--- config.mk ---
export PLATFORM = sky130hd
export DESIGN_NAME = acs_sequencer
export DESIGN_NICKNAME = d
export VERILOG_FILES = /design/src/hw/acs_pkg.sv /design/src/hw/acs_sar.sv /design/src/hw/acs_sequencer.sv
export SDC_FILE = /design/constraint.sdc
export NUM_CORES = 1
export LEC_CHECK = 0
export ABC_AREA = 1
export BUFFER_PORTS_ARGS = -buffer_cell sky130_fd_sc_hd__buf_2
export CORE_MARGIN = 2
export CORE_UTILIZATION = 50
export DETAILED_ROUTE_END_ITERATION = 8
export GPL_TIMING_DRIVEN = 0
export PLACE_DENSITY = 0.72
export SYNTH_ARGS = -nofsm -noshare
export SYNTH_HDL_FRONTEND = slang
export SYNTH_SLANG_ARGS = --single-unit
--- constraint.sdc ---
create_clock -name clk -period 1.4 [get_ports clk]
set_input_delay 0.07 -clock clk [delete_from_list [all_inputs] [get_ports clk]]
set_output_delay 0.07 -clock clk [all_outputs]
set_load 0.01 [all_outputs]
--- src/hw/acs_pkg.sv ---
// Package for the converter sequencer: register selects, field layout, reset values and machine-cycle counts.
// Assumes a core that presents one register access per clock and a machine-cycle enable from the core timing.
package acs_pkg;
  // Register selects on the special function register port
  localparam logic [1:0] SEL_CONTROL = 2'h0;
  localparam logic [1:0] SEL_RESULT = 2'h1;
  localparam logic [1:0] SEL_REFPROG = 2'h2;
  // Control register layout
  localparam int CHAN_LSB = 0;
  localparam int CHAN_W = 3;
  localparam int CONT_BIT = 3;
  localparam int BUSY_BIT = 4;
  localparam logic [7:0] CONTROL_WRITE_MASK = 8'h0f;
  // Reset values
  localparam logic [7:0] CONTROL_RESET = 8'h00;
  localparam logic [7:0] RESULT_RESET = 8'h00;
  localparam logic [7:0] REFPROG_RESET = 8'h00;
  // Conversion schedule in machine cycles
  localparam logic [3:0] SAMPLE_CYCLES = 4'h5;
  localparam logic [3:0] CONV_CYCLES = 4'hf;
  localparam logic [3:0] FIRST_SAR_CYCLE = 4'h6;
  // Result width in bits; the first eight of the ten approximation steps resolve one each, the last two change nothing
  localparam int RES_W = 8;
  typedef enum logic [1:0] {ST_IDLE, ST_SAMPLE, ST_APPROX} acs_state_e;
endpackage : acs_pkg

--- src/hw/acs_sar.sv ---
// Successive-approximation register: trial bit walk driven by the sequencer.
// Assumes the comparator output is settled one clock after the trial word changes.
`timescale 1ns/10ps
module acs_sar
(
  input wire logic clk,
  input wire logic nrst,
  input wire logic ce,
  input wire logic clear,
  input wire logic step,
  input wire logic cmp_high,
  output logic [7:0] trial
);
  logic [7:0] ptr;
  logic [7:0] code;

  // Pointer walks from MSB down; each step keeps or drops the current bit
  // Trial is registered so each decision judges the word now on the DAC, not the one before
  always_ff @(posedge clk)
  begin
    if (!nrst)
    begin
      ptr <= 8'h80;
      code <= 8'h00;
      trial <= 8'h00;
    end
    else if (ce)
    begin
      if (clear)
      begin
        ptr <= 8'h80;
        code <= 8'h00;
        trial <= 8'h80;
      end
      else if (step && ptr != 8'h00)
      begin
        code <= cmp_high ? (code | ptr) : code;
        ptr <= ptr >> 1;
        trial <= (cmp_high ? (code | ptr) : code) | (ptr >> 1);
      end
    end
  end
endmodule : acs_sar

--- src/hw/acs_sequencer.sv ---
// Converter control sequencer: control, result and reference-program registers and the conversion timing.
// Assumes the core asserts mc_tick once per machine cycle and issues register accesses on that cycle.
`timescale 1ns/10ps
module acs_sequencer
(
  input wire logic clk,
  input wire logic nrst,
  input wire logic ce,
  input wire logic mc_tick,
  input wire logic reg_wr,
  input wire logic reg_rd,
  input wire logic [1:0] reg_sel,
  input wire logic [7:0] reg_wdata,
  input wire logic cmp_high,
  output logic [7:0] reg_rdata,
  output logic [2:0] channel_sel,
  output logic sample_enable,
  output logic hold_enable,
  output logic [7:0] dac_trial,
  output logic [3:0] internal_upper_reference,
  output logic [3:0] internal_lower_reference,
  output logic conversion_done_irq,
  output logic conversion_in_progress
);
  logic [7:0] converter_control_reg;
  logic [7:0] conversion_result_reg;
  logic [7:0] reference_program_reg;
  acs_pkg::acs_state_e state;
  logic [3:0] mc_count;
  logic start_pending;
  logic sar_clear;
  logic sar_step;
  logic [7:0] trial;
  logic finish;
  logic continuous;
  logic ref_write;
  logic start_req;

  function automatic logic is_write(input logic wr, input logic [1:0] sel, input logic [1:0] target);
    is_write = wr && (sel == target);
  endfunction : is_write

  assign continuous = converter_control_reg[acs_pkg::CONT_BIT];
  // Final machine cycle of the schedule stores the result
  assign finish = mc_tick && (state == acs_pkg::ST_APPROX) && (mc_count == acs_pkg::CONV_CYCLES);
  assign ref_write = is_write(reg_wr, reg_sel, acs_pkg::SEL_REFPROG);
  // A write on a machine-cycle tick starts at once; otherwise it waits for the next tick
  assign start_req = ref_write || start_pending;
  // Continuous restarts need a fresh bit walk too, or they would repeat the old code
  assign sar_clear = mc_tick && (start_req || (finish && continuous));
  assign sar_step = mc_tick && (state == acs_pkg::ST_APPROX) && (mc_count >= acs_pkg::FIRST_SAR_CYCLE);

  acs_sar u_sar
  (
    .clk(clk),
    .nrst(nrst),
    .ce(ce),
    .clear(sar_clear),
    .step(sar_step),
    .cmp_high(cmp_high),
    .trial(trial)
  );

  // Trial word is already a flop inside the approximation register
  assign dac_trial = trial;

  // Reference program register; any write counts as a start, whatever the value
  always_ff @(posedge clk)
  begin
    if (!nrst)
      reference_program_reg <= acs_pkg::REFPROG_RESET;
    else if (ce && is_write(reg_wr, reg_sel, acs_pkg::SEL_REFPROG))
      reference_program_reg <= reg_wdata;
  end

  // Nibbles drive the reference ladders; zero leaves full external span
  always_ff @(posedge clk)
  begin
    if (!nrst)
    begin
      internal_upper_reference <= 4'h0;
      internal_lower_reference <= 4'h0;
    end
    else if (ce)
    begin
      internal_upper_reference <= reference_program_reg[7:4];
      internal_lower_reference <= reference_program_reg[3:0];
    end
  end

  // Control register: channel and mode writable, busy is status only
  always_ff @(posedge clk)
  begin
    if (!nrst)
      converter_control_reg <= acs_pkg::CONTROL_RESET;
    else if (ce && is_write(reg_wr, reg_sel, acs_pkg::SEL_CONTROL))
      converter_control_reg <= reg_wdata & acs_pkg::CONTROL_WRITE_MASK;
  end

  // Start request from a write off a tick held, acted on at the next machine cycle
  always_ff @(posedge clk)
  begin
    if (!nrst)
      start_pending <= 1'b0;
    else if (ce)
    begin
      if (ref_write && !mc_tick)
        start_pending <= 1'b1;
      else if (mc_tick)
        start_pending <= 1'b0;
    end
  end

  // Conversion schedule; a pending start overrides any running conversion
  always_ff @(posedge clk)
  begin
    if (!nrst)
    begin
      state <= acs_pkg::ST_IDLE;
      mc_count <= 4'h0;
    end
    else if (ce && mc_tick)
    begin
      if (start_req || (finish && continuous))
      begin
        state <= acs_pkg::ST_SAMPLE;
        mc_count <= 4'h1;
      end
      else
      begin
        case (state)
          acs_pkg::ST_IDLE:
            mc_count <= 4'h0;
          acs_pkg::ST_SAMPLE:
          begin
            mc_count <= mc_count + 4'h1;
            if (mc_count == acs_pkg::SAMPLE_CYCLES)
              state <= acs_pkg::ST_APPROX;
          end
          acs_pkg::ST_APPROX:
          begin
            if (mc_count == acs_pkg::CONV_CYCLES)
            begin
              state <= acs_pkg::ST_IDLE;
              mc_count <= 4'h0;
            end
            else
              mc_count <= mc_count + 4'h1;
          end
          default:
          begin
            state <= acs_pkg::ST_IDLE;
            mc_count <= 4'h0;
          end
        endcase
      end
    end
  end

  // Result register: written by software or by a finished conversion
  always_ff @(posedge clk)
  begin
    if (!nrst)
      conversion_result_reg <= acs_pkg::RESULT_RESET;
    else if (ce)
    begin
      if (finish && !start_req)
        conversion_result_reg <= trial;
      else if (is_write(reg_wr, reg_sel, acs_pkg::SEL_RESULT))
        conversion_result_reg <= reg_wdata;
    end
  end

  // Busy: set on the write itself, cleared at a single conversion's end
  always_ff @(posedge clk)
  begin
    if (!nrst)
      conversion_in_progress <= 1'b0;
    else if (ce)
    begin
      if (is_write(reg_wr, reg_sel, acs_pkg::SEL_REFPROG))
        conversion_in_progress <= 1'b1;
      else if (finish && !continuous && !start_pending)
        conversion_in_progress <= 1'b0;
    end
  end

  // One-clock completion pulse toward the core's interrupt logic
  always_ff @(posedge clk)
  begin
    if (!nrst)
      conversion_done_irq <= 1'b0;
    else if (ce)
      conversion_done_irq <= finish && !start_req;
  end

  // Analog-side controls; sampling switch closed only in the sampling window
  always_ff @(posedge clk)
  begin
    if (!nrst)
    begin
      channel_sel <= 3'h0;
      sample_enable <= 1'b0;
      hold_enable <= 1'b0;
    end
    else if (ce)
    begin
      channel_sel <= converter_control_reg[acs_pkg::CHAN_LSB +: acs_pkg::CHAN_W];
      sample_enable <= (state == acs_pkg::ST_SAMPLE);
      hold_enable <= (state == acs_pkg::ST_APPROX);
    end
  end

  // Read data registered; busy shows live status in its bit
  always_ff @(posedge clk)
  begin
    if (!nrst)
      reg_rdata <= 8'h00;
    else if (ce && reg_rd)
    begin
      case (reg_sel)
        acs_pkg::SEL_CONTROL:
        begin
          reg_rdata <= converter_control_reg;
          reg_rdata[acs_pkg::BUSY_BIT] <= conversion_in_progress;
        end
        acs_pkg::SEL_RESULT:
          reg_rdata <= conversion_result_reg;
        acs_pkg::SEL_REFPROG:
          reg_rdata <= reference_program_reg;
        default:
          reg_rdata <= 8'h00;
      endcase
    end
  end
endmodule : acs_sequencer

==> results of run 1 <==
==> routing by layer <==
layer,share of wire [%],vias to the layer above,GRT usage [%],wire (um)
li1,-,1742,-,-
met1,42,1696,31.2,4190
met2,51,116,47.7,5070
met3,4.9,18,6.54,482
met4,1.7,0,8.66,165
met5,0,-,0,0
==> logic make-up (layout without fill, tap and decap cells) <==
logic type	count (synthesis)	count (layout)	share of synthesized area [%]
and+or+nand+nor	220	220	27.8
AOI/OAI and AO/OA	121	121	18.5
DFF	74	74	43.9
buffers and inverters	61	148	7.52
adders and majority gates	6	6	2.22
==> cell usage after synthesis, drive strengths merged (2+ instances only) <==
| cell type | number |
|---|---|
| nand2 | 102 |
| dfxtp | 74 |
| a21oi | 71 |
| nor2 | 71 |
| o21ai | 43 |
| nand3 | 37 |
| inv | 36 |
| clkbuf | 13 |
| buf | 10 |
| and2 | 7 |
| ha | 6 |
| a31o | 2 |
| clkinv | 2 |
| o211ai | 2 |
==> worst paths after layout <==
kind | slack (ns) | cells after the start | to | from
setup / recovery | -0.11 | 10 | u_sar.ptr[5] | mc_count[0]
hold / removal | 0.005 | 3 | reference_program_reg[5] | reg_wdata[5]
setup reg to reg | -0.11 | 10 | u_sar.ptr[5] | mc_count[0]
hold reg to reg | 0.47 | 2 | reg_rdata[1] | reg_rdata[1]
==> worst max-delay path: stages, from the launching register on <==
cell and delay (ns):
dfxtp_4 0.38, ha_4 0.16, nand2_4 0.06, nor2_4 0.11
nand3_4 0.11, nand2_8 0.13, nand2_8 0.08, nand2_8 0.10
buf_6 0.13, nand2_1 0.07, a21oi_2 0.11
==> timing repair <==
action | CTS | global route
buffers inserted | 12 | 6
pin swaps | 14 | 12
setup endpoints to repair | 35 | 38
hold endpoints to repair | 4 | 0
resized for setup | 34 | 30
hold buffers | 4 | 0
cloned | 3 | 0
==> power by group through the flow <==
stage          logic, mW  clock network, mW  registers (mW)
2_1_floorplan      0.218                  0            2.25
4_1_cts            0.412               1.92            2.19
5_1_grt            0.496               2.01            2.20
6_report           0.450               1.91            2.20
3_3_place_gp       0.360                  0            2.24
3_5_place_dp       0.364                  0            2.25
==> area by class of cell <==
cell class                 instances  area, um2
fill                             550       1990
multi-input combinational        347       1860
sequential                        74       1490
timing repair buffer              71        447
buffer                            23        156
inverter                          38        153
clock buffer                       9        124
clock inverter                     7        100
tap                               77       96.3
==> per-stage QoR <==
stage / utilization [%] / std cells / total power [mW] / hold WS, ns / worst slack, ns
floorplan: - / 482 / 2.47 / 0.205 / 0.0132
global placement: 58.8 / 605 / 2.60 / 0.342 / -0.160
detailed placement: 58.8 / 605 / 2.61 / 0.345 / -0.207
CTS: 66.6 / 640 / 4.52 / 0.0000156 / -0.0707
global route: 68.9 / 646 / 4.71 / 0.0255 / -0.214
finish: 68.9 / 646 / 4.55 / 0.00499 / -0.109
==> results.sh, run 1 <==
export IMPL_failed_checks="setup timing"
export IMPL_grt_pass1_vias=3293
export IMPL_cts_htree_levels=3
export IMPL_cp_max_fo=6
export IMPL_power_leakage_nw=1.89
export IMPL_num_antenna_cells=0
export IMPL_setup_viol=36
export IMPL_avgSynthCellArea_um2=7.00
export IMPL_dieHeight_um=86.2
export IMPL_num_nets_final=587
export IMPL_routedWlPerCell_um=15.3
export IMPL_critPathKind="reg -> reg"
export IMPL_drtIter0Drc=188
export IMPL_clk_pin_slew_ns=0.09
export IMPL_ys_seq_area_share_pct=43.9
export IMPL_core_area_um2=6420
export IMPL_ios=48
export IMPL_switching_share_pct=26.7
export IMPL_remaining_drc_errors=0
export IMPL_clk_latency_ns=0.36
export IMPL_placedInstanceArea_um2=3770
export IMPL_mostFrequentLayoutCell="nand2_1"
export IMPL_async_reset_ff_share_pct=0
export IMPL_rows=29
export IMPL_outcome="finished, violations left"
export IMPL_yosysTopAreaCellShare_pct=43.9
export IMPL_critPathRequiredTime_ns=1.69
export IMPL_hold_path_class="in -> reg"
export IMPL_start_kind="flip-flop"
export IMPL_ant_nets=0
export IMPL_drt_first_pass_iters=4
export IMPL_grt_max_degree=15
export IMPL_vias_per_cell=5.53
export IMPL_max_slew_margin_rel_pct=54.7
export IMPL_hpwlAfterDp_mm=6.44
export IMPL_sequentialPowerShare_pct=48.2
export IMPL_synth_cell_types=26
export IMPL_cts_made_buffers=9
export IMPL_crit_path_end_kind="flip-flop"
export IMPL_areaGrowthSynthToFinish_pct=31.2
export IMPL_numPortBuffers=46
export IMPL_vias=3572
export IMPL_syn_inst=482
export IMPL_ys_ff_latch=74
export IMPL_fmaxAchievable_mhz=663
export IMPL_drive_above_1_share_pct=26.0
export IMPL_cp_arrival_ns=1.80
export IMPL_irDropWorstVdd_uv=619
export IMPL_antenna_found_initial=0
export IMPL_layout_setup_ws_ns=-0.109
export IMPL_cts_sinks=74
export IMPL_skew_ns=0.0108
export IMPL_grt_overflow=0
export IMPL_grt_pass1_wl_mm=15.5
export IMPL_p_comb_share_pct=9.9
export IMPL_die_x_um=86.2
export IMPL_yosys_warnings=0
export IMPL_ys_flop_type="dfxtp_1"
export IMPL_layout_common_cells="nand2_1, dfxtp_1, nor2_1"
export IMPL_p_clk_share_pct=41.9
export IMPL_power_density_nw_per_um2=1030
export IMPL_yosysTopAreaCell="dfxtp_1"
export IMPL_hold_viol=0
export IMPL_rsz0062_at_grt="true"
export IMPL_fin_area_um2=4430
export IMPL_fp_dieArea_um2=7420
export IMPL_synth_nets=505
export IMPL_tightest_slew_ns=0.680
export IMPL_cellInternalPower_mw=3.34
export IMPL_switchingPower_mw=1.21
export IMPL_synth_area_um2=3380
export IMPL_synth_edff_count=0
export IMPL_period_needed_ns=1.51
export IMPL_slew_violations=0
export IMPL_fin_tns_setup_ns=-2.50
export IMPL_grtUsageTotal_pct=26.7
export IMPL_cts_tree="done"
export IMPL_routed_wl_mm=9.91
export IMPL_gp_congestion=0.885
export IMPL_cts_root_buf="clkbuf_8"
export IMPL_timing_final_crit_share_pct=108
export IMPL_cts_max_path_buffers=2
export IMPL_drv_cap=0
export IMPL_synthTopCellsByArea="dfxtp_1, nand2_1, a21oi_1"
export IMPL_start_util_pct=52.6
No activity file was read; power rests on OpenSTA's default activity.
==> run 2: changes to the inputs <==
- SKIP_LAST_GASP: default -> 1
==> results.sh, run 2 (synthesis gave the netlist of run 1 again) <==
export IMPL_num_antenna_cells=0
export IMPL_critPathKind="reg -> reg"
export IMPL_failed_checks="setup timing"
export IMPL_power_total_mw=4.55
export IMPL_die_x_um=86.2
export IMPL_regArea_um2=1490
export IMPL_clk_pin_slew_ns=0.09
export IMPL_tightest_slew_ns=0.671
export IMPL_grtUsageTotal_pct=26.7
export IMPL_rsz0062_at_grt="true"
export IMPL_ant_nets=0
export IMPL_path_cells="ha_4 -> nand2_4 -> nor2_4 -> nand3_4 -> nand2_8 -> nand2_8 -> nand2_8 -> buf_6 -> nand2_1 -> a21oi_2"
export IMPL_fp_dieArea_um2=7420
export IMPL_routedWlPerCell_um=15.2
export IMPL_timing_rr_end="u_sar.ptr[5]"
export IMPL_layout_common_cells="nand2_1, dfxtp_1, nor2_1"
export IMPL_crit_cells=10
export IMPL_reg2reg_depth=10
export IMPL_cts_root_buf="clkbuf_8"
export IMPL_place_ws_ns=-0.207
export IMPL_critPathRequiredTime_ns=1.69
export IMPL_remaining_drc_errors=0
export IMPL_rrSetupSlack_ns=-0.11
export IMPL_setup_viol=36
export IMPL_cp_arrival_ns=1.80
export IMPL_max_stage_delay_ns=0.38
export IMPL_routed_wl_mm=9.84
export IMPL_fmaxAchievable_mhz=663
export IMPL_antenna_found_initial=0
export IMPL_irDropWorstVdd_uv=620
export IMPL_crit_family="simple AND/OR/NAND/NOR gates"
export IMPL_grt_pass1_wl_mm=15.5
export IMPL_drt_first_pass_iters=4
export IMPL_cp_endpoint="u_sar.ptr[5]"
export IMPL_cp_common_cell="nand2_8"
export IMPL_drv_cap=0
export IMPL_grt_pass1_vias=3293
export IMPL_rows=29
export IMPL_num_nets_final=587
export IMPL_ios=48
export IMPL_timing_final_crit_share_pct=108
export IMPL_outcome="finished, violations left"
export IMPL_cts_max_path_buffers=2
export IMPL_areaGrowthSynthToFinish_pct=30.9
export IMPL_core_area_um2=6420
export IMPL_vias_per_cell=5.51
export IMPL_dieHeight_um=86.2
export IMPL_skew_ns=0.00801
export IMPL_max_slew_margin_rel_pct=55.2
export IMPL_utilization_pct=68.8
export IMPL_cp_max_fo=6
export IMPL_power_density_nw_per_um2=1030
export IMPL_cts_htree_levels=3
export IMPL_hold_path_class="in -> reg"
export IMPL_fin_tns_setup_ns=-2.52
export IMPL_grt_max_degree=15
export IMPL_start_util_pct=52.6
export IMPL_start_kind="flip-flop"
export IMPL_numPortBuffers=46
export IMPL_multi_input_area_um2=1850
export IMPL_period_needed_ns=1.51
export IMPL_drtIter0Drc=185
export IMPL_gp_congestion=0.885
export IMPL_power_leakage_nw=1.89
export IMPL_cp_slowest_cell="dfxtp_4"
export IMPL_grt_overflow=0
export IMPL_hpwlAfterDp_mm=6.44
export IMPL_cts_tree="done"
export IMPL_vias=3557
export IMPL_drive_above_1_share_pct=25.5
export IMPL_fill_cells=545
export IMPL_hold_viol=0
export IMPL_r2r_start="mc_count[0]"
export IMPL_crit_path_end_kind="flip-flop"
export IMPL_crit_start="mc_count[0]"
export IMPL_crit_buf_inv=1
export IMPL_slew_violations=0
export IMPL_cts_made_buffers=9
export IMPL_layout_setup_ws_ns=-0.108
export IMPL_cts_sinks=74
export IMPL_clk_latency_ns=0.36
export IMPL_mostFrequentLayoutCell="nand2_1"
-- run 2: changes by cell type in the layout (fill, tap and decap cells not counted) --
cell,delta
nor2_2,-1
nand3_1,+1
nand2_1,+1
nor2_1,+1
nand2_2,-1
nand3_2,-1
-- run 2: through the flow --
| stage | instance area (um2) | std cells | hold WS [ns] |
|---|---|---|---|
| CTS | 4280 | 640 | 0.0000156 |
| global placement | 3770 | 605 | 0.342 |
| floorplan | 3450 | 482 | 0.205 |
| detailed placement | 3770 | 605 | 0.345 |
| global route | 4420 | 646 | 0.0255 |
| finish | 4420 | 646 | 0.00726 |
-- run 2: worst min-delay path, delay by kind of cell --
kind / cells / cell delay [ns]
buf+inv: 1 / 0.12
simple gates: 2 / 0.15
-- run 2: worst min-delay path by stage --
stage                       startpoint                        to  slack, ns  cells past startpoint
after floorplan           reg_wdata[0]  reference_program_reg[0]       0.20                      2
after global placement    reg_wdata[6]  reference_program_reg[6]       0.34                      3
after detailed placement  reg_wdata[6]  reference_program_reg[6]       0.35                      3
after CTS                 reg_wdata[5]  reference_program_reg[5]    0.00002                      3
after global routing      reg_wdata[3]  converter_control_reg[3]       0.03                      3
final                     reg_wdata[5]  reference_program_reg[5]      0.007                      3
-- run 2: area by class of cell --
class | instances | share of cell area [%]
multi-input cells | 347 | 41.9
flip-flops and latches | 74 | 33.8
repair buffers | 71 | 10.1
plain buffers | 23 | 3.54
inverters | 38 | 3.46
clock buffers | 9 | 2.80
clock inverters | 7 | 2.27
well taps | 77 | 2.18
-- run 2: power breakdown --
group	switching (mW)	total (mW)	internal [mW]
clock network	0.885	1.90	1.02
registers	0.0362	2.20	2.16
logic	0.287	0.448	0.162
total	1.21	4.55	3.34
-- run 2: what timing repair did --
| item | 4_1_cts | 5_1_grt |
|---|---|---|
| hold endpoints to repair | 4 | 0 |
| hold buffers | 4 | 0 |
| setup endpoints to repair | 35 | 38 |
| setup buffers | 12 | 6 |
| gates resized for setup | 34 | 27 |
| gates cloned | 3 | 0 |
| pin swaps | 14 | 12 |
-- run 2: metal layers --
metal	track usage (%)	part of all wire, %
met2	47.7	51
met4	8.66	1.5
met5	0	0
met1	31.2	43
met3	6.54	4.7
